**src/msf_pkg.sv**
```systemverilog
// Package for the module status and flag bank: offsets, fields, codes, carriers.
// Assumes a byte-wide management port in front (two-wire slave decodes bytes).
package msf_pkg;
    // Byte offsets in the low page
    localparam logic [7:0] OFS_TYPE_ID   = 8'h00;
    localparam logic [7:0] OFS_SPEC_REV  = 8'h01;
    localparam logic [7:0] OFS_MGMT_CHAR = 8'h02;
    localparam logic [7:0] OFS_GLB_STAT  = 8'h03;
    localparam logic [7:0] OFS_SUM_BANK0 = 8'h04;
    localparam logic [7:0] OFS_SUM_BANK3 = 8'h07;
    localparam logic [7:0] OFS_EVT_FLAGS = 8'h08;
    localparam logic [7:0] OFS_SUP_TEMP  = 8'h09;
    localparam logic [7:0] OFS_AUX12     = 8'h0a;
    localparam logic [7:0] OFS_CUST_AUX3 = 8'h0b;
    localparam logic [7:0] OFS_RSVD_FLAG = 8'h0c;
    localparam logic [7:0] OFS_VEND_FLAG = 8'h0d;
    localparam logic [7:0] OFS_MASK_EVT  = 8'h1f;
    localparam logic [7:0] OFS_MASK_CUST = 8'h22;
    // Field positions
    localparam int POS_MEM_MODEL  = 7;
    localparam int POS_STEPWISE   = 6;
    localparam int POS_SPEED_LO   = 2;
    localparam int POS_STATE_LO   = 1;
    localparam int POS_IRQ_INACT  = 0;
    localparam int POS_CMD2_DONE  = 7;
    localparam int POS_CMD1_DONE  = 6;
    localparam int POS_FW_FAULT   = 1;
    localparam int POS_STATE_CHG  = 0;
    // Byte 8 defined bits
    localparam logic [7:0] EVT_DEFINED_MASK = 8'hc3;
    // Summary bytes use bits 4-0
    localparam logic [7:0] SUM_DEFINED_MASK = 8'h1f;
    // Reset values
    localparam logic [7:0] RST_FLAGS = 8'h00;
    localparam logic [7:0] RST_MASK  = 8'h00;
    // Module state codes
    localparam logic [2:0] ST_LOW_POWER  = 3'h1;
    localparam logic [2:0] ST_POWER_UP   = 3'h2;
    localparam logic [2:0] ST_READY      = 3'h3;
    localparam logic [2:0] ST_POWER_DOWN = 3'h4;
    localparam logic [2:0] ST_FAULT      = 3'h5;
    localparam logic [2:0] ST_OUT_CHECK  = 3'h6;
    // Speed codes
    localparam logic [1:0] SPEED_400K = 2'h0;
    localparam logic [1:0] SPEED_1M   = 2'h1;
    // Number of latched flag bytes (8..11) and of banks
    localparam int NUM_FLAG_BYTES = 4;
    localparam int NUM_BANKS      = 4;

    // Register port request
    typedef struct packed {
        logic       rd;
        logic       wr;
        logic [7:0] addr;
        logic [7:0] wdata;
    } msf_req_t;

    // Monitor event carrier, one nibble per monitor: lw, hw, la, ha
    typedef struct packed {
        logic [3:0] supply;
        logic [3:0] temp;
        logic [3:0] aux2;
        logic [3:0] aux1;
        logic [3:0] vendor;
        logic [3:0] aux3;
    } msf_mon_t;
endpackage

```
**src/msf_flag_byte.sv**
```systemverilog
// One latched clear-on-read flag byte with its mask and interrupt term.
// Assumes events and the read strobe are on the management clock.
`timescale 1ns/1ps
module msf_flag_byte #(
    parameter logic [7:0] DEFINED = 8'hff
) (
    // Clock and reset
    input  wire logic       i_clk_sys,
    input  wire logic       i_rstn,
    // Events and access
    input  wire logic [7:0] i_set,
    input  wire logic       i_rd_clr,
    input  wire logic [7:0] i_mask,
    // Results
    output logic      [7:0] o_flags,
    output logic            o_irq
);
    logic [7:0] flag_ff;   // Latched flags

    // Set beats the read clear so an event in the read cycle is kept
    always_ff @(posedge i_clk_sys or negedge i_rstn) begin
        if (!i_rstn) begin
            flag_ff <= msf_pkg::RST_FLAGS;
        end else begin
            flag_ff <= ((i_rd_clr ? 8'h00 : flag_ff) | i_set) & DEFINED;
        end
    end

    assign o_flags = flag_ff;
    // Mask bit set means the flag is kept off the interrupt
    assign o_irq = |(flag_ff & ~i_mask);

    flag_hold_a: assert property (@(posedge i_clk_sys) disable iff (!i_rstn)
        (!i_rd_clr && $past(flag_ff) != 8'h00 && !$past(i_rd_clr)) |->
        ((flag_ff & $past(flag_ff)) == $past(flag_ff)))
        else $error("latched flag lost without a read");
endmodule // msf_flag_byte

```
**src/msf_status_bank.sv**
```systemverilog
// Low-page status and flag bank: identity, characteristics, state, summaries, flags.
// Assumes a two-wire slave delivers one-cycle read/write strobes on i_clk_sys.
`timescale 1ns/1ps
module msf_status_bank #(
    parameter logic [7:0] TYPE_ID     = 8'h5a, // Arbitrary identifier value
    parameter logic [3:0] REV_MAJOR   = 4'h1,
    parameter logic [3:0] REV_MINOR   = 4'h0,
    parameter bit         FLAT_MEMORY = 1'b0,
    parameter bit         STEPWISE    = 1'b0,
    parameter logic [1:0] MAX_SPEED   = msf_pkg::SPEED_400K
) (
    // Clock and reset
    input  wire logic                  i_clk_sys,
    input  wire logic                  i_rstn,
    // Management byte port
    input  wire msf_pkg::msf_req_t     i_req,
    output logic                [7:0]  o_rdata,
    // Module state machine and monitors
    input  wire logic           [2:0]  i_module_state,
    input  wire logic                  i_cmd_block1_done,
    input  wire logic                  i_cmd_block2_done,
    input  wire logic                  i_firmware_fault,
    input  wire msf_pkg::msf_mon_t     i_mon_events,
    input  wire logic           [7:0]  i_vendor_flag_set,
    // Per-bank page flag presence: bank x 5 pages
    input  wire logic           [19:0] i_page_flag_any,
    // Datapath apply writes from the control section
    input  wire logic                  i_init_apply_wr,
    input  wire logic                  i_immediate_apply_wr,
    output logic                       o_init_apply_ok,
    output logic                       o_immediate_apply_ok,
    output logic                       o_dp_state_change_ok,
    // Interrupt, active low like the module pin
    output logic                       o_irq_n
);
    localparam int NB = msf_pkg::NUM_FLAG_BYTES + 1; // Bytes 8-11 plus vendor 13

    logic [2:0]  state_prev_ff;      // Last seen state, for change detect
    logic [7:0]  mask_ff [NB];       // Mask bytes 31-34 and 36
    logic [7:0]  flags   [NB];       // Latched flag contents
    logic [7:0]  set_vec [NB];       // Per-byte set events
    logic [NB-1:0] irq_vec;          // Per-byte unmasked activity
    logic [NB-1:0] rd_clr;           // Per-byte read clear
    logic [2:0]  reported_state;     // State field value
    logic [7:0]  nxt_rdata;          // Read mux result
    logic        irq_any;            // Combined interrupt
    logic [4:0]  summary [msf_pkg::NUM_BANKS];

    // Flag byte index for an address, NB when not a flag byte
    function automatic int flag_index(input logic [7:0] a);
        if (a >= msf_pkg::OFS_EVT_FLAGS && a <= msf_pkg::OFS_CUST_AUX3)
            return int'(a - msf_pkg::OFS_EVT_FLAGS);
        else if (a == msf_pkg::OFS_VEND_FLAG)
            return NB - 1;
        return NB;
    endfunction

    // Mask byte index for an address, NB when not a mask byte
    function automatic int mask_index(input logic [7:0] a);
        if (a >= msf_pkg::OFS_MASK_EVT && a <= msf_pkg::OFS_MASK_CUST)
            return int'(a - msf_pkg::OFS_MASK_EVT);
        else if (a == msf_pkg::OFS_MASK_CUST + 8'h02)
            return NB - 1;
        return NB;
    endfunction

    // State changes feed the change flag; reset value avoids a spurious flag
    always_ff @(posedge i_clk_sys or negedge i_rstn) begin
        if (!i_rstn) begin
            state_prev_ff <= msf_pkg::ST_LOW_POWER;
        end else begin
            state_prev_ff <= i_module_state;
        end
    end

    // Event vectors per flag byte
    always_comb begin
        set_vec[0] = 8'h00;
        set_vec[0][msf_pkg::POS_CMD2_DONE] = i_cmd_block2_done;
        set_vec[0][msf_pkg::POS_CMD1_DONE] = i_cmd_block1_done;
        set_vec[0][msf_pkg::POS_FW_FAULT]  = i_firmware_fault;
        set_vec[0][msf_pkg::POS_STATE_CHG] = (i_module_state != state_prev_ff);
        set_vec[1] = {i_mon_events.supply, i_mon_events.temp};
        set_vec[2] = {i_mon_events.aux2, i_mon_events.aux1};
        set_vec[3] = {i_mon_events.vendor, i_mon_events.aux3};
        set_vec[4] = i_vendor_flag_set;
    end

    // Flag bytes, cleared by a host read of the byte
    genvar g;
    generate
        for (g = 0; g < NB; g++) begin : g_flag
            assign rd_clr[g] = i_req.rd && (flag_index(i_req.addr) == g);
            msf_flag_byte #(
                .DEFINED (g == 0 ? msf_pkg::EVT_DEFINED_MASK : 8'hff)
            ) u_byte (
                .i_clk_sys (i_clk_sys),
                .i_rstn    (i_rstn),
                .i_set     (set_vec[g]),
                .i_rd_clr  (rd_clr[g]),
                .i_mask    (mask_ff[g]),
                .o_flags   (flags[g]),
                .o_irq     (irq_vec[g])
            );

            // Host-written mask byte
            always_ff @(posedge i_clk_sys or negedge i_rstn) begin
                if (!i_rstn) begin
                    mask_ff[g] <= msf_pkg::RST_MASK;
                end else if (i_req.wr && mask_index(i_req.addr) == g) begin
                    mask_ff[g] <= i_req.wdata;
                end
            end
        end
    endgenerate

    // Bank summaries track the page flags live, so they drop only
    // after the host has read those flags away at their source
    generate
        for (g = 0; g < msf_pkg::NUM_BANKS; g++) begin : g_sum
            assign summary[g] = i_page_flag_any[g*5 +: 5];
        end
    endgenerate

    assign irq_any = |irq_vec;

    // Flat memory hides internal activity behind the ready code
    always_comb begin
        if (FLAT_MEMORY) begin
            reported_state = msf_pkg::ST_READY;
        end else begin
            reported_state = i_module_state;
        end
    end

    // Read multiplexer; reserved and unmapped bytes read zero
    always_comb begin
        nxt_rdata = 8'h00;
        if (i_req.addr == msf_pkg::OFS_TYPE_ID) begin
            nxt_rdata = TYPE_ID;
        end else if (i_req.addr == msf_pkg::OFS_SPEC_REV) begin
            nxt_rdata = {REV_MAJOR, REV_MINOR};
        end else if (i_req.addr == msf_pkg::OFS_MGMT_CHAR) begin
            nxt_rdata[msf_pkg::POS_MEM_MODEL] = FLAT_MEMORY;
            nxt_rdata[msf_pkg::POS_STEPWISE]  = STEPWISE;
            nxt_rdata[msf_pkg::POS_SPEED_LO +: 2] = MAX_SPEED;
        end else if (i_req.addr == msf_pkg::OFS_GLB_STAT) begin
            nxt_rdata[msf_pkg::POS_STATE_LO +: 3] = reported_state;
            nxt_rdata[msf_pkg::POS_IRQ_INACT] = ~irq_any;
        end else if (i_req.addr >= msf_pkg::OFS_SUM_BANK0 &&
                     i_req.addr <= msf_pkg::OFS_SUM_BANK3) begin
            nxt_rdata = {3'h0, summary[i_req.addr[1:0]]} & msf_pkg::SUM_DEFINED_MASK;
        end else if (i_req.addr == msf_pkg::OFS_RSVD_FLAG) begin
            nxt_rdata = 8'h00;
        end else if (flag_index(i_req.addr) < NB) begin
            nxt_rdata = flags[flag_index(i_req.addr)];
        end else if (mask_index(i_req.addr) < NB) begin
            nxt_rdata = mask_ff[mask_index(i_req.addr)];
        end
    end

    // Registered read data, captured on the read strobe
    always_ff @(posedge i_clk_sys or negedge i_rstn) begin
        if (!i_rstn) begin
            o_rdata <= 8'h00;
        end else if (i_req.rd) begin
            o_rdata <= nxt_rdata;
        end
    end

    // Interrupt pin register, high when idle
    always_ff @(posedge i_clk_sys or negedge i_rstn) begin
        if (!i_rstn) begin
            o_irq_n <= 1'b1;
        end else begin
            o_irq_n <= ~irq_any;
        end
    end

    // Apply gating: stepwise mode accepts init writes without state moves
    always_comb begin
        o_init_apply_ok      = i_init_apply_wr;
        o_immediate_apply_ok = i_immediate_apply_wr && !STEPWISE;
        o_dp_state_change_ok = i_init_apply_wr && !STEPWISE;
    end

    irq_follow_a: assert property (@(posedge i_clk_sys) disable iff (!i_rstn)
        irq_any |=> !o_irq_n)
        else $error("interrupt not raised for unmasked flag");
    irq_release_a: assert property (@(posedge i_clk_sys) disable iff (!i_rstn)
        !irq_any |=> o_irq_n)
        else $error("interrupt held with no unmasked flag");
    state_chg_a: assert property (@(posedge i_clk_sys) disable iff (!i_rstn)
        (i_module_state != $past(i_module_state)) |=> flags[0][0])
        else $error("state change not latched");
    fw_fault_a: assert property (@(posedge i_clk_sys) disable iff (!i_rstn)
        i_firmware_fault |=> flags[0][1])
        else $error("firmware fault not latched");
    cmd_done_a: assert property (@(posedge i_clk_sys) disable iff (!i_rstn)
        i_cmd_block2_done |=> flags[0][7])
        else $error("command block 2 completion not latched");
    evt_rsvd_a: assert property (@(posedge i_clk_sys) disable iff (!i_rstn)
        flags[0][5:2] == 4'h0)
        else $error("reserved event bits set");
    rd_clear_a: assert property (@(posedge i_clk_sys) disable iff (!i_rstn)
        (i_req.rd && i_req.addr == msf_pkg::OFS_SUP_TEMP && i_mon_events.supply == 4'h0
         && i_mon_events.temp == 4'h0) |=> flags[1] == 8'h00)
        else $error("supply byte not cleared by read");
    stat_read_a: assert property (@(posedge i_clk_sys) disable iff (!i_rstn)
        (i_req.rd && i_req.addr == msf_pkg::OFS_GLB_STAT) |=>
        (o_rdata[0] == $past(~irq_any) && o_rdata[3:1] == $past(reported_state)))
        else $error("global status read wrong");
    flat_ready_a: assert property (@(posedge i_clk_sys) disable iff (!i_rstn)
        FLAT_MEMORY |-> reported_state == msf_pkg::ST_READY)
        else $error("flat memory reports other than ready");
    immed_ign_a: assert property (@(posedge i_clk_sys) disable iff (!i_rstn)
        STEPWISE |-> !o_immediate_apply_ok && !o_dp_state_change_ok)
        else $error("stepwise mode let apply through");

    // Read-back of the fixed revision byte; it never moves after reset
    rev_byte_a: assert property (@(posedge i_clk_sys) disable iff (!i_rstn)
        (i_req.rd && i_req.addr == msf_pkg::OFS_SPEC_REV) |=>
        (o_rdata == {REV_MAJOR, REV_MINOR}))
        else $error("revision byte read wrong");

    // Memory model bit sits alone at the top of byte 2
    mem_model_a: assert property (@(posedge i_clk_sys) disable iff (!i_rstn)
        (i_req.rd && i_req.addr == msf_pkg::OFS_MGMT_CHAR) |=>
        (o_rdata[7] == FLAT_MEMORY && o_rdata[5:4] == 2'h0))
        else $error("memory model bit read wrong");

    // Speed field plus the reserved low pair of byte 2
    speed_field_a: assert property (@(posedge i_clk_sys) disable iff (!i_rstn)
        (i_req.rd && i_req.addr == msf_pkg::OFS_MGMT_CHAR) |=>
        (o_rdata[3:2] == MAX_SPEED && o_rdata[1:0] == 2'h0))
        else $error("speed field read wrong");

    // Reserved top bits of every summary byte read zero
    sum_rsvd_a: assert property (@(posedge i_clk_sys) disable iff (!i_rstn)
        (i_req.rd && i_req.addr >= msf_pkg::OFS_SUM_BANK0 &&
         i_req.addr <= msf_pkg::OFS_SUM_BANK3) |=> (o_rdata[7:5] == 3'h0))
        else $error("summary reserved bits set");

    // Summary is a live copy, so it drops as soon as the source drops
    sum_live_a: assert property (@(posedge i_clk_sys) disable iff (!i_rstn)
        (i_req.rd && i_req.addr == msf_pkg::OFS_SUM_BANK0) |=>
        (o_rdata[4:0] == $past(i_page_flag_any[4:0])))
        else $error("bank 0 summary not live");

    // Reserved flag byte never shows anything
    rsvd_byte_a: assert property (@(posedge i_clk_sys) disable iff (!i_rstn)
        (i_req.rd && i_req.addr == msf_pkg::OFS_RSVD_FLAG) |=> (o_rdata == 8'h00))
        else $error("reserved flag byte not zero");

    // First command block completion lands on bit 6
    cmd1_done_a: assert property (@(posedge i_clk_sys) disable iff (!i_rstn)
        i_cmd_block1_done |=> flags[0][6])
        else $error("command block 1 completion not latched");

    // Supply and temperature lanes keep their order in byte 9
    supply_latch_a: assert property (@(posedge i_clk_sys) disable iff (!i_rstn)
        1'b1 |=> ((flags[1] & $past({i_mon_events.supply, i_mon_events.temp})) ==
        $past({i_mon_events.supply, i_mon_events.temp})))
        else $error("supply or temperature event not latched");

    // Auxiliary 2 high nibble, auxiliary 1 low nibble
    aux12_latch_a: assert property (@(posedge i_clk_sys) disable iff (!i_rstn)
        1'b1 |=> ((flags[2] & $past({i_mon_events.aux2, i_mon_events.aux1})) ==
        $past({i_mon_events.aux2, i_mon_events.aux1})))
        else $error("auxiliary 1 or 2 event not latched");

    // Vendor monitor high nibble, auxiliary 3 low nibble
    aux3_latch_a: assert property (@(posedge i_clk_sys) disable iff (!i_rstn)
        1'b1 |=> ((flags[3] & $past({i_mon_events.vendor, i_mon_events.aux3})) ==
        $past({i_mon_events.vendor, i_mon_events.aux3})))
        else $error("vendor or auxiliary 3 event not latched");

    // Host mask write reaches the event mask byte
    mask_write_a: assert property (@(posedge i_clk_sys) disable iff (!i_rstn)
        (i_req.wr && i_req.addr == msf_pkg::OFS_MASK_EVT) |=>
        (mask_ff[0] == $past(i_req.wdata)))
        else $error("event mask write lost");

    // A fully masked byte may never feed the interrupt
    masked_quiet_a: assert property (@(posedge i_clk_sys) disable iff (!i_rstn)
        (mask_ff[1] == 8'hff) |-> !irq_vec[1])
        else $error("masked supply flags raised interrupt");

    // Event in the read cycle survives the clear
    relatch_a: assert property (@(posedge i_clk_sys) disable iff (!i_rstn)
        (rd_clr[1] && set_vec[1] != 8'h00) |=> (flags[1] != 8'h00))
        else $error("event lost in read cycle");
endmodule // msf_status_bank

```
**config.mk**
```make
export PLATFORM = sky130hd
export DESIGN_NAME = msf_status_bank
export DESIGN_NICKNAME = d
export VERILOG_FILES = /design/src/msf_pkg.sv /design/src/msf_flag_byte.sv /design/src/msf_status_bank.sv
export SDC_FILE = /design/constraint.sdc
export NUM_CORES = 1
export LEC_CHECK = 0
export ABC_CLOCK_PERIOD_IN_PS = 1640
export BUFFER_PORTS_ARGS = -buffer_cell sky130_fd_sc_hd__buf_2
export CORE_UTILIZATION = 40
export CTS_CLUSTER_DIAMETER = 150
export CTS_CLUSTER_SIZE = 14
export DETAILED_ROUTE_END_ITERATION = 12
export GPL_ROUTABILITY_DRIVEN = 0
export SLEW_MARGIN = 25
export SYNTH_ARGS = -nofsm -noshare
export SYNTH_HDL_FRONTEND = slang
export SYNTH_SLANG_ARGS = --single-unit
export TNS_END_PERCENT = 30
```
**constraint.sdc**
```tcl
create_clock -name i_clk_sys -period 1.64 [get_ports i_clk_sys]
set_input_delay 0.328 -clock i_clk_sys [delete_from_list [all_inputs] [get_ports i_clk_sys]]
set_output_delay 0.328 -clock i_clk_sys [all_outputs]
set_load 0.005 [all_outputs]
```
### Word level (Yosys, flattened, before mapping)

Cells that the tools add are included.

| operators by class | value |
|---|---|
| reductions and logical operators | 17 |
| equal/unequal tests | 15 |
| bitwise gates (word level) | 19 |
| order comparisons | 11 |
| $add $sub $neg | 2 |
| multiplexer cells | 96 |

Operators by type and width:

| kind | number |
|---|---|
| 32-bit 2-to-1 mux | 36 |
| 32-bit by 3-bit equality test with 1-bit output (second input constant) | 4 |
| 8-bit 2-to-1 mux | 15 |
| 32-bit by 2-bit equality test with 1-bit output (second input constant) | 2 |
| 32-bit by 4-bit equality test with 1-bit output (second input constant) | 2 |
| 32-bit by 4-bit greater-or-equal comparator with 1-bit output (second input constant) | 2 |
| 32-bit zero test | 2 |
| 32-bit by 4-bit less-than comparator with 1-bit output (second input constant) | 2 |
| 32-bit NOT | 2 |
| 8-bit binary-select mux with 3-bit select | 2 |
| 8-bit AND | 5 |
| 8-bit NOT | 5 |
| 8-bit bitwise OR | 5 |
| 40-bit OR reduction | 1 |
| 1-bit 2-to-1 mux | 32 |
| 8-bit by 2-bit equality test with 1-bit output (second input constant) | 2 |
| 8-bit by 4-bit equality test with 1-bit output (second input constant) | 2 |
| 1-bit logical AND | 13 |
| 5-bit binary-select mux with 2-bit select | 1 |
| 5-bit 2-to-1 mux | 2 |
| 8-bit by 4-bit subtractor with 9-bit output (second input constant) | 1 |
| 8-bit by 5-bit subtractor with 9-bit output (second input constant) | 1 |
| 8-bit by 1-bit equality test with 1-bit output (second input constant) | 1 |
| 8-bit by 6-bit equality test with 1-bit output (second input constant) | 1 |
| 14 further kinds | 19 |

| word-level totals | value |
|---|---|
| bits of input ports | 80 |
| flip-flop bits (word level) | 88 |

### Depth between registers and ports, before layout

Gate-level depths: netlist of the first run.

| depth | value |
|---|---|
| depth after elaboration | 62 |
| mapped depth | 12 |
| depth with buffers taken out | 9 |

### Hierarchy

From an unflattened synthesis of the first run, not the netlist that was laid out.

| second synthesis, totals | value |
|---|---|
| cells, all modules | 511 |
| area, all modules | 5,157.4 µm² |

Modules (own cells, without submodules):

| module | cells an instance | area an instance (µm²) | times used | seq. area each (µm²) |
|---|---|---|---|---|
| msf_status_bank | 372 | 3,639.7 | 1 | 1,303.8 |
| msf_flag_byte at g_flag[1].u_byte ... | 30 | 327.8 | 4 | 200.2 |
| msf_flag_byte at g_flag[0].u_byte | 19 | 206.4 | 1 | 100.1 |

### Worst setup path before layout of the first run

No wires, ideal clock.

| timing | value |
|---|---|
| path kind | input to register |
| start | input port i_req[8] in the netlist's numbering |
| end | register o_rdata[3] |
| data arrival time | 2.843 ns |
| data required time | 1.507 ns |
| path buffers | 4 |
| slack | -1.336 ns |
| stages | 11 |
| library setup time | 0.133 ns |
| cell sequence | buf_2 buf_1 buf_2 inv_1 ha_1 clkbuf_1 mux4_2 nor2b_1 a31oi_1 o21a_1 o22ai_1 |

| between the ends | value |
|---|---|
| word-level cells in the longest chain between the ends | 32 |
| elaborated cells between the ends (all ways) | 108 |
| classes of those cells | 2 x add/sub; 8 x order compare; 6 x eq/ne; 85 x mux; 3 x bitwise; 4 x reduce/logical |

RTL lines:

| element | line | text |
|---|---|---|
| start, declared | msf_status_bank.sv:16 | `input wire msf_pkg::msf_req_t i_req,` |
| parallel branches: the longest is 31 deep, another holds 8-bit by 5-bit greater-or-equal comparator with 1-bit output | n/a |  |
| 8-bit 2-to-1 mux * | msf_status_bank.sv:139 | `if (i_req.addr == msf_pkg::OFS_TYPE_ID) begin` |
| end signal, assigned | msf_status_bank.sv:167 | `o_rdata <= nxt_rdata;` |
| end, declared | msf_status_bank.sv:17 | `output logic [7:0] o_rdata,` |

Every way passes the cells marked *. The select of a mux whose other input is x is not followed.
A chain may end at the register's enable or synchronous reset.

### Worst setup path in the final report of the first run

| timing | value |
|---|---|
| start | input port i_req[15] in the netlist's numbering |
| end | register o_rdata[1] |

The elaborated chain is that of the path after synthesis.

==> results by group, run 1 <==
Worst setup path
  – Worst R2R Path Depth: 7
  – R2R setup slack: -0.31 ns
  – CP Max Fanout: 4
  – Worst setup SP type: primary input
  – WP data required: between 1.5 and 2 ns
  – CP Capture Type: flip-flop
  – Worst R2R End: o_rdata[0]
  – Kind of critical path: primary input to flip-flop
  – R2R Path Start: g_flag[2].u_byte.o_flags[5]
  – Arr. time, crit path: ~2.4 ns

Detailed routing
  – Via density per instance: around 5.6
  – Post-route DRC: 0
  – WL final: approximately 19000 um
  – Metal2 WL: between 9000 and 10000 um
  – DR iter-0 viols: 366
  – Top layer reached by signal wires: met4
  – Post-route ant nets: 0
  – Average wire per standard cell: between 20 and 25 um
  – Vias: ~5.2k
  – WL met3: about 1100 um
  – First-pass DRT Iterations: 5
  – M1 wire length: a little under 8000 um

Logic synthesis
  – Largest family of logic cells by synthesized area: compound AO/OA/AOI/OAI gates
  – Area leader, netlist: dfrtp_1
  – Seq/Total Area, Yosys: a little over two fifths
  – Synth Area in Compound Gates: ~22%
  – Mux share of post-synthesis cell area: between 10 and 15%
  – EDFF count, synth: 0
  – Post-synth top flop: dfrtp_1
  – Synth async-reset ratio: between 90% and 100%
  – Yosys top cell area share: 41.3%
  – Simple-gate share of the synthesized area: 13.0%
  – Cells after Synth: 508
  – Warnings, synthesis: 0
  – Synthesized net count: 595
  – Post-Synth XOR/XNOR Area: less than 1%
  – Post-Synth Adder-Cell Area: around 1.7%
  – Distinct cell type count after synthesis: slightly below 80
  – Synth top area cells: dfrtp_1 41%, mux2_2 7.1%, a21o_1 5.9%, inv_1 3.3%, mux4_2 3.0%
  – Avg Synthesized Cell Area: 10.2 um^2
  – Synthesized flop and latch total: 88
  – Synthesized area: between 5000 and 6000 um^2

Timing
  – Tcrit/Tclk final: 133%
  – Final WS setup: -0.542 ns
  – RSZ-0062 raised after global routing: yes
  – Post-route minimum period: ~2.2 ns
  – Final hold vios: 0
  – Final worst clock skew: approximately 0.007 ns
  – Slew headroom: 44.7%
  – Fin. max-slew vios: 0
  – Count of final setup violators: 77
  – Fmax: around 0.46 GHz
  – Least-Margin Pin Slew: between 0.8 and 0.9 ns

Global route
  – Total congestion overflow: 0
  – Total Routing Usage GR: between 20% and 30%
  – First-pass GRT wire length: approximately 29000 um
  – Largest net degree at the start of global routing: 33
  – Vias in the first global route: around 5.4k
  – Initial antenna violation count: 0

Power and ir drop
  – Net Switching: 0.00131 W
  – Internal power: 0.00417 W
  – Seq pwr share: 40.9%
  – Sw frac: 23.9%
  – Pwr per Cell Area: just under 700 nW/um^2
  – Comb power frac: about 15%
  – Pleak: ~3.8 nW
  – Clock power frac: between 40% and 50%
  – VDD IR-drop max: ~0.57 mV
  – Total power: ~0.0055 W

Cells and area
  – Area growth syn-to-layout: 55.2%
  – Footprint of the multi-input gates: 3180 um^2
  – Fin nets: 839
  – Fill cell count: roughly 1.0k
  – Ant. Diodes: 0
  – Register area: between 2000 and 2500 um^2
  – Layout Cells excl Fill: approximately 930
  – Fraction of layout instances using a drive strength above 1: 53.1%

Run status
  – Failing checks: negative setup slack
  – Status: finished, violations left

Floorplanning
  – I/O pin total: 92
  – Initial Util: 41.1%
  – Cell row count: about 40
  – Die ar.: ~13000 um^2
  – Die W: between 100 and 150 um
  – Core area: roughly 13000 um^2
  – Die Ht: around 120 um

Clocking
  – Number of CTS-inserted buffers: 9
  – Deepest clock path buffer count: 2
  – Worst-Skew Late Latency: ~0.34 ns
  – CTS tree: done
  – Worst-path clk slew: 0.07 ns
  – Clock sink count: 88
  – Root buf cell: clkbuf_16
  – CTS H-Tree Depth: 3

Place
  – Cells after DPL: just under 900
  – Count of input and output buffers: between 80 and 90
  – Detailed Place HPWL: 14400 um

Hold path
  – Tightest Hold Check Type: primary input to flip-flop
  – Hold Startpoint: i_module_state[0]
  – Hold Path Sink: state_prev_ff[0]
  – Worst hold path stage count: 1

Flow run
  – Max Cap Viol: 0
[state kept, by name, indices dropped and copies added (netlist names)]
register / flops
g_flag.u_byte.o_flags: 36
mask_ff: 40
o_irq_n: 1
o_rdata: 8
state_prev_ff: 3
[kinds of logic (layout without fill, tap and decap cells)]
logic type | after synthesis | in the layout
AOI/OAI and AO/OA | 162 | 162
adders and majority gates | 7 | 7
muxes | 55 | 55
and+or+nand+nor | 117 | 117
DFF | 88 | 88
buffers and inverters | 74 | 323
xor gates and xnor gates | 5 | 5
[critical path, stage by stage]
cell	delay, ns
buf_6	0.10
or2_4	0.26
buf_4	0.16
buf_4	0.14
nor4_1	0.71
nor3_1	0.11
or4_1	0.53
o211ai_1	0.11
[area by class of cell]
type / instances / area share (%)
Clock inverter: 6 / 1.43
Inverter: 46 / 2.20
Clock buffer: 10 / 2.96
Sequential cell: 88 / 27.3
Timing Repair Buffer: 261 / 24.1
Tap cell: 172 / 2.66
Multi-Input combinational cell: 346 / 39.4
[stage by stage]
step | setup TNS [ns] | worst slack, ns | hold WS [ns] | instance area (um^2) | utilization [%]
2_1_floorplan | -50.96 | -0.807 | 0.0324 | 5450 | -
3_3_place_gp | -65.09 | -0.893 | 0.297 | 7080 | 55.9
3_5_place_dp | -67.84 | -1.03 | 0.302 | 7080 | 55.9
4_1_cts | -24.93 | -0.455 | 0.102 | 7850 | 62.0
5_1_grt | -33.19 | -0.612 | 0.106 | 8080 | 63.8
6_report | -29.37 | -0.542 | 0.114 | 8080 | 63.8
[layout by cell type, fill, tap and decap left out, types with 19 or more instances in the layout]
cell type,synthesis,layout
a21o_1,41,41
buf_2,9,78
buf_4,3,149
buf_6,1,24
dfrtp_1,86,86
inv_1,46,42
mux2_4,8,24
nand2_1,32,28
o22ai_1,19,19
[power groups by stage]
stage | clock network (W) | logic, W | registers [W]
6_report | 0.00241 | 0.000828 | 0.00224
4_1_cts | 0.00246 | 0.000781 | 0.00224
2_1_floorplan | 0 | 0.000317 | 0.00227
3_5_place_dp | 0 | 0.000706 | 0.00228
5_1_grt | 0.00253 | 0.000888 | 0.00224
3_3_place_gp | 0 | 0.000698 | 0.00228
[Yosys cell counts (5+ instances only)]
cell type / instances
dfrtp_1: 86
inv_1: 46
a21o_1: 41
mux2_2: 33
nand2_1: 32
a21oi_1: 21
o22ai_1: 19
o21ai_0: 17
nor2_1: 14
clkbuf_1: 12
buf_2: 9
mux2_4: 8
nand3_1: 8
ha_1: 7
mux2i_1: 7
mux4_2: 7
nand4_1: 7
o211ai_1: 7
or3_1: 7
a22oi_1: 5
a31oi_1: 5
and3_1: 5
nand2b_1: 5
nor3_1: 5
o21a_1: 5
[timing repair]
action	CTS	global route
hold endpoints to repair	26	0
hold buffers	1	0
setup endpoints to repair	85	77
pin swaps	57	32
gates resized for setup	60	47
cloned	0	1
setup buffers	17	7
[per-layer routing]
layer  global-route usage (%)  vias to the layer above
met5                        0                        -
met4                     15.0                        0
met3                     4.76                       50
met2                     49.2                      212
met1                     36.8                     2558
li1                         -                     2390
[worst max path at each step]
| stage | startpoint | end | slack, ns | depth (start not counted) |
|---|---|---|---|---|
| after detailed placement | i_req[9] | o_rdata[2] | -1.03 | 9 |
| final | i_req[15] | o_rdata[1] | -0.54 | 8 |
| after CTS | i_req[9] | mask_ff[15] | -0.46 | 8 |
| after global routing | i_req[15] | o_rdata[1] | -0.61 | 8 |
| after floorplan | i_req[8] | mask_ff[10] | -0.81 | 9 |
| after global placement | i_req[12] | g_flag[3].u_byte.o_flags[2] | -0.89 | 7 |
Note: power is estimated with default switching activity, not from simulation.
==> run 2: changes to the inputs <==
Settings changed: CORE_ASPECT_RATIO from default to 0.75.
==> results by group, run 2 (same netlist as run 1, synthesis figures left out) <==
Cells and area
  – Max reg flops: 40
  – Fraction of layout instances using a drive strength above 1: approximately 52%
  – Design Area, Final: 7930 um^2
  – Fin nets: just over 800
  – Commonest non-fill, non-tap cell in the layout: buf_4
  – Fin util: between 60 and 70%
  – Commonest non-fill, non-tap cells in the layout: 134 x buf_4, 86 x dfrtp_1, 79 x buf_2, 41 x a21o_1, 40 x inv_1
  – Area growth syn-to-layout: 52.4%
  – Reg with most FFs: mask_ff
  – Ant. Diodes: 0
  – Fill cell count: 951

Flow run
  – Max Cap Viol: 0

Detailed routing
  – First-pass DRT Iterations: 5
  – Vias: about 5.4k
  – DR iter-0 viols: 656
  – Post-route DRC: 0
  – Post-route ant nets: 0
  – WL final: about 20000 um
  – Via density per instance: 5.90
  – Average wire per standard cell: between 20 and 25 um

Global route
  – Vias in the first global route: 5406
  – Total Routing Usage GR: 30.7%
  – Largest net degree at the start of global routing: 28
  – First-pass GRT wire length: 30700 um
  – Initial antenna violation count: 0
  – Total congestion overflow: 0

Worst setup path
  – Worst R2R Path Depth: 7
  – CP Capture Type: flip-flop
  – Arr. time, crit path: ~2.4 ns
  – WP data required: 1.87 ns
  – R2R Path Start: g_flag[2].u_byte.o_flags[4]
  – Worst R2R End: o_rdata[0]
  – Worst setup SP type: primary input
  – Kind of critical path: primary input to flip-flop
  – CP Max Fanout: 8
  – R2R setup slack: -0.32 ns

Power and ir drop
  – Internal power: 0.00368 W
  – Pwr per Cell Area: 640 nW/um^2
  – VDD IR-drop max: around 0.55 mV
  – Clock power frac: between 30% and 40%
  – Comb power frac: 16.1%
  – Seq pwr share: 44.3%
  – Pleak: 3.70 nW
  – Sw frac: between 20 and 30%
  – Net Switching: around 0.0014 W

Timing
  – Slew headroom: roughly 74%
  – Fmax: 0.472 GHz
  – Fin. max-slew vios: 0
  – Tcrit/Tclk final: 129%
  – Final WS setup: -0.477 ns
  – RSZ-0062 raised after global routing: yes
  – Final hold vios: 0
  – Count of final setup violators: a little under 80
  – Final worst clock skew: 0.00782 ns
  – Least-Margin Pin Slew: about 0.38 ns
  – Post-route minimum period: ~2.1 ns

Floorplanning
  – Die Ht: 101 um
  – Core area: ~12000 um^2
  – Die W: roughly 130 um
  – Die ar.: ~13000 um^2
  – I/O pin total: 92
  – Initial Util: 41.7%
  – Cell row count: 35

Clocking
  – Clock sink count: 88
  – Number of CTS-inserted buffers: 9
  – Root buf cell: clkbuf_16
  – Deepest clock path buffer count: 2
  – Worst-Skew Late Latency: 0.35 ns
  – Worst-path clk slew: about 0.060 ns
  – CTS H-Tree Depth: 3
  – CTS tree: done

Hold path
  – Hold Path Sink: state_prev_ff[0]
  – Hold Startpoint: i_module_state[0]
  – Tightest Hold Check Type: primary input to flip-flop
  – Worst hold path stage count: 1

Place
  – Area after DPL: 6970 um^2
  – Detailed Place HPWL: between 10000 and 15000 um
  – Count of input and output buffers: 86

Run status
  – Status: finished, violations left
  – Failing checks: negative setup slack
run 2: worst max-delay path, stage by stage:
cell     delay (ns)
buf_8          0.11
ha_4           0.17
and3_4         0.14
or4bb_4        0.56
a31oi_4        0.18
and2_4         0.19
and4_4         0.34
mux2_4         0.32
run 2: repair_timing:
item,CTS,global route
setup endpoints to repair,85,77
setup buffers,9,11
hold buffers,1,0
pin swaps,51,36
cloned,2,0
hold endpoints to repair,22,0
gates resized for setup,63,57
run 2: power groups by stage:
stage / combinational, W / clock [W] / sequential [W]
global route: 0.000876 / 0.00216 / 0.00225
floorplan: 0.000317 / 0 / 0.00227
global placement: 0.000677 / 0 / 0.00229
detailed placement: 0.000691 / 0 / 0.00229
CTS: 0.000751 / 0.00206 / 0.00225
finish: 0.000819 / 0.00201 / 0.00225
run 2: layout make-up:
cell class	count	area (um^2)	share of cell area (%)
multi-input combinational	347	3190	40.2
sequential	88	2200	27.8
timing repair buffer	246	1860	23.5
clock buffer	9	225	2.84
tap	166	208	2.62
inverter	46	180	2.27
clock inverter	7	62.6	0.789
run 2: how the worst max path moves through the flow:
stage,startpoint,to,slack (ns),cells after the start
CTS,i_req[9],mask_ff[14],-0.42,8
finish,i_req[9],mask_ff[13],-0.48,8
floorplan,i_req[8],mask_ff[10],-0.81,9
detailed placement,i_req[12],mask_ff[9],-0.93,8
global route,i_req[9],o_rdata[1],-0.53,13
global placement,i_req[9],o_rdata[4],-0.90,11
run 2: per-stage QoR:
step	hold slack [ns]	instances	power [W]	worst slack [ns]	TNS [ns]
6_report	0.112	909	0.00508	-0.477	-24.79
5_1_grt	0.107	909	0.00529	-0.525	-28.74
4_1_cts	0.102	899	0.00505	-0.418	-21.75
3_5_place_dp	0.271	871	0.00298	-0.933	-66.66
3_3_place_gp	0.268	871	0.00296	-0.904	-63.97
2_1_floorplan	0.0324	508	0.00259	-0.807	-50.96
run 2: routing by layer:
| metal | global-route usage [%] | share of wire, % | vias to the layer above |
|---|---|---|---|
| met5 | 0 | 0 | - |
| met4 | 8.39 | 1.8 | 0 |
| met2 | 46.0 | 43 | 326 |
| met1 | 43.4 | 45 | 2659 |
| met3 | 8.75 | 10 | 33 |
| li1 | - | - | 2347 |
==> run 3: changes to the inputs <==
--- a/config.mk
+++ b/config.mk
@@ -6,5 +6,4 @@
 export NUM_CORES = 1
 export LEC_CHECK = 0
-export ABC_CLOCK_PERIOD_IN_PS = 1640
 export BUFFER_PORTS_ARGS = -buffer_cell sky130_fd_sc_hd__buf_2
 export CORE_ASPECT_RATIO = 0.75
@@ -14,5 +13,5 @@
 export DETAILED_ROUTE_END_ITERATION = 12
 export GPL_ROUTABILITY_DRIVEN = 0
-export SLEW_MARGIN = 25
+export SLEW_MARGIN = 10
 export SYNTH_ARGS = -nofsm -noshare
 export SYNTH_HDL_FRONTEND = slang
==> constraint.sdc (replaced) <==
create_clock -name i_clk_sys -period 1.64 [get_ports i_clk_sys]
set_input_delay 0 -clock i_clk_sys [delete_from_list [all_inputs] [get_ports i_clk_sys]]
set_output_delay 0 -clock i_clk_sys [all_outputs]
set_load 0.005 [all_outputs]
==> results by group, run 3 (same netlist as run 1, synthesis figures left out) <==
Worst setup path
  – Arr. time, crit path: around 2.2 ns
  – Kind of critical path: flip-flop to flip-flop
  – WP data required: 1.91 ns
  – CP Capture Type: flip-flop
  – Worst setup SP type: flip-flop
  – CP Max Fanout: 2

Place
  – Area after DPL: between 7000 and 8000 um^2
  – Cells after DPL: 887
  – Detailed Place HPWL: ~15000 um
  – Count of input and output buffers: 86
  – Post-Place Setup Slack: -0.691 ns

Cells and area
  – Fraction of layout instances using a drive strength above 1: 52.2%
  – Layout Cells excl Fill: 974
  – Commonest non-fill, non-tap cell in the layout: buf_4
  – Fin nets: 890
  – Area growth syn-to-layout: 65.7%
  – Commonest non-fill, non-tap cells in the layout: 157 x buf_4, 86 x dfrtp_1, 79 x buf_2, 47 x dlygate4sd3_1, 41 x inv_1
  – Max reg flops: 40
  – Reg with most FFs: mask_ff
  – Design Area, Final: 8620 um^2
  – Ant. Diodes: 0
  – Fin util: between 60% and 70%

Clocking
  – Deepest clock path buffer count: 2
  – Worst-path clk slew: approximately 0.07 ns
  – Root buf cell: clkbuf_16
  – Number of CTS-inserted buffers: 9
  – CTS H-Tree Depth: 3
  – Clock sink count: between 80 and 90
  – CTS tree: done
  – Worst-Skew Late Latency: between 0.3 and 0.4 ns

Detailed routing
  – WL final: between 20000 and 25000 um
  – Average wire per standard cell: between 20 and 25 um
  – Via density per instance: 5.77
  – Post-route DRC: 0
  – Post-route ant nets: 0
  – Vias: approximately 5.6k
  – First-pass DRT Iterations: 5
  – DR iter-0 viols: roughly 560

Timing
  – Least-Margin Pin Slew: ~0.5 ns
  – Final worst clock skew: 0.0103 ns
  – Tcrit/Tclk final: 117%
  – Final hold vios: 0
  – Fin. max-slew vios: 0
  – Worst Hold Slack: 0.00000313 ns
  – Count of final setup violators: 36
  – Fmax: around 0.52 GHz
  – Final WS setup: -0.275 ns
  – Slew headroom: just under 70%
  – RSZ-0062 raised after global routing: yes
  – Post-route minimum period: ~1.9 ns

Global route
  – Initial antenna violation count: 0
  – Total Routing Usage GR: 31.3%
  – Total congestion overflow: 0
  – Largest net degree at the start of global routing: 89
  – Vias in the first global route: approximately 5.6k
  – First-pass GRT wire length: between 30000 and 40000 um

Power and ir drop
  – VDD IR-drop max: a little under 0.5 mV
  – Clock power frac: approximately two fifths
  – Pleak: 4.02 nW
  – Internal power: 0.00389 W
  – Seq pwr share: between 40% and 50%
  – Sw frac: 26.9%
  – Comb power frac: between 10% and 20%
  – Net Switching: between 0.001 and 0.0015 W
  – Pwr per Cell Area: ~600 nW/um^2

Run status
  – Failing checks: negative setup slack
  – Status: finished, violations left

Floorplanning
  – Die ar.: approximately 13000 um^2
  – Initial Util: about two fifths
  – Cell row count: 35
  – Core area: roughly 12000 um^2
  – Die Ht: 101 um
  – Die W: 134 um
  – I/O pin total: a little over 90

Flow run
  – Max Cap Viol: 0

Hold path
  – Tightest Hold Check Type: primary input to output pin
==> run 3: changes by cell type in the layout (fill, tap and decap cells not counted), moves of 3 or more <==
cell           previous run  this run
dlygate4sd3_1             1        47
buf_4                   134       157
buf_8                     5         0
mux2_4                   32        25
mux2_2                    9        16
buf_6                    19        24
buf_12                    8         5
==> run 3: critical path, cell delays in order, from the launching register on <==
cell	delay, ns
dfrtp_1	0.39
inv_2	0.09
o22ai_2	0.09
nor4_2	0.29
nand4_1	0.15
nor4_2	0.30
buf_4	0.18
o211ai_1	0.14
a22oi_1	0.20
==> run 3: path summary, 6_finish.rpt <==
check	slack (ns)	from	cells after the start	end
max	-0.27	g_flag[1].u_byte.o_flags[2]	8	o_rdata[0]
min	0.000003	i_immediate_apply_wr	0	o_immediate_apply_ok
max reg2reg	-0.27	g_flag[1].u_byte.o_flags[2]	8	o_rdata[0]
min reg2reg	0.51	mask_ff[30]	1	mask_ff[30]
max in group asynchronous	1.03	i_rstn	3	g_flag[2].u_byte.o_flags[0]
min in group asynchronous	0.22	i_rstn	3	o_rdata[4]
==> run 3: what timing repair did <==
| action | 4_1_cts | 5_1_grt |
|---|---|---|
| setup endpoints to repair | 77 | 77 |
| setup buffers | 15 | 11 |
| pin swaps | 29 | 37 |
| resized for setup | 76 | 61 |
| hold buffers | 47 | 0 |
| endpoints found under the hold margin | 165 | 0 |
==> run 3: power groups by stage <==
stage | Sequential, W | Combinational [W] | Clock, W
global placement | 0.00228 | 0.000679 | 0
finish | 0.00224 | 0.000929 | 0.00214
CTS | 0.00224 | 0.000843 | 0.00216
floorplan | 0.00227 | 0.000317 | 0
detailed placement | 0.00228 | 0.000694 | 0
global route | 0.00224 | 0.000985 | 0.00228
==> run 3: area by class of cell <==
class / instances / area, um^2
Multi-Input combinational cell: 346 / 3320
Fill cell: 924 / 3860
Tap cell: 166 / 208
Sequential cell: 88 / 2200
Clock inverter: 7 / 76.3
Timing Repair Buffer: 312 / 2410
Clock buffer: 9 / 225
Inverter: 46 / 175
==> run 3: per-layer routing <==
layer	part of all wire [%]	GRT usage, %
met1	45	45.1
met4	2.0	8.13
met2	43	46.8
met3	10	7.94
met5	0	0
==> run 3: metrics by stage <==
stage	TNS [ns]	total power [W]
5_1_grt	-6.84	0.00551
6_report	-3.66	0.00531
4_1_cts	-2.41	0.00525
2_1_floorplan	-24.71	0.00259
3_3_place_gp	-36.35	0.00296
3_5_place_dp	-41.38	0.00298
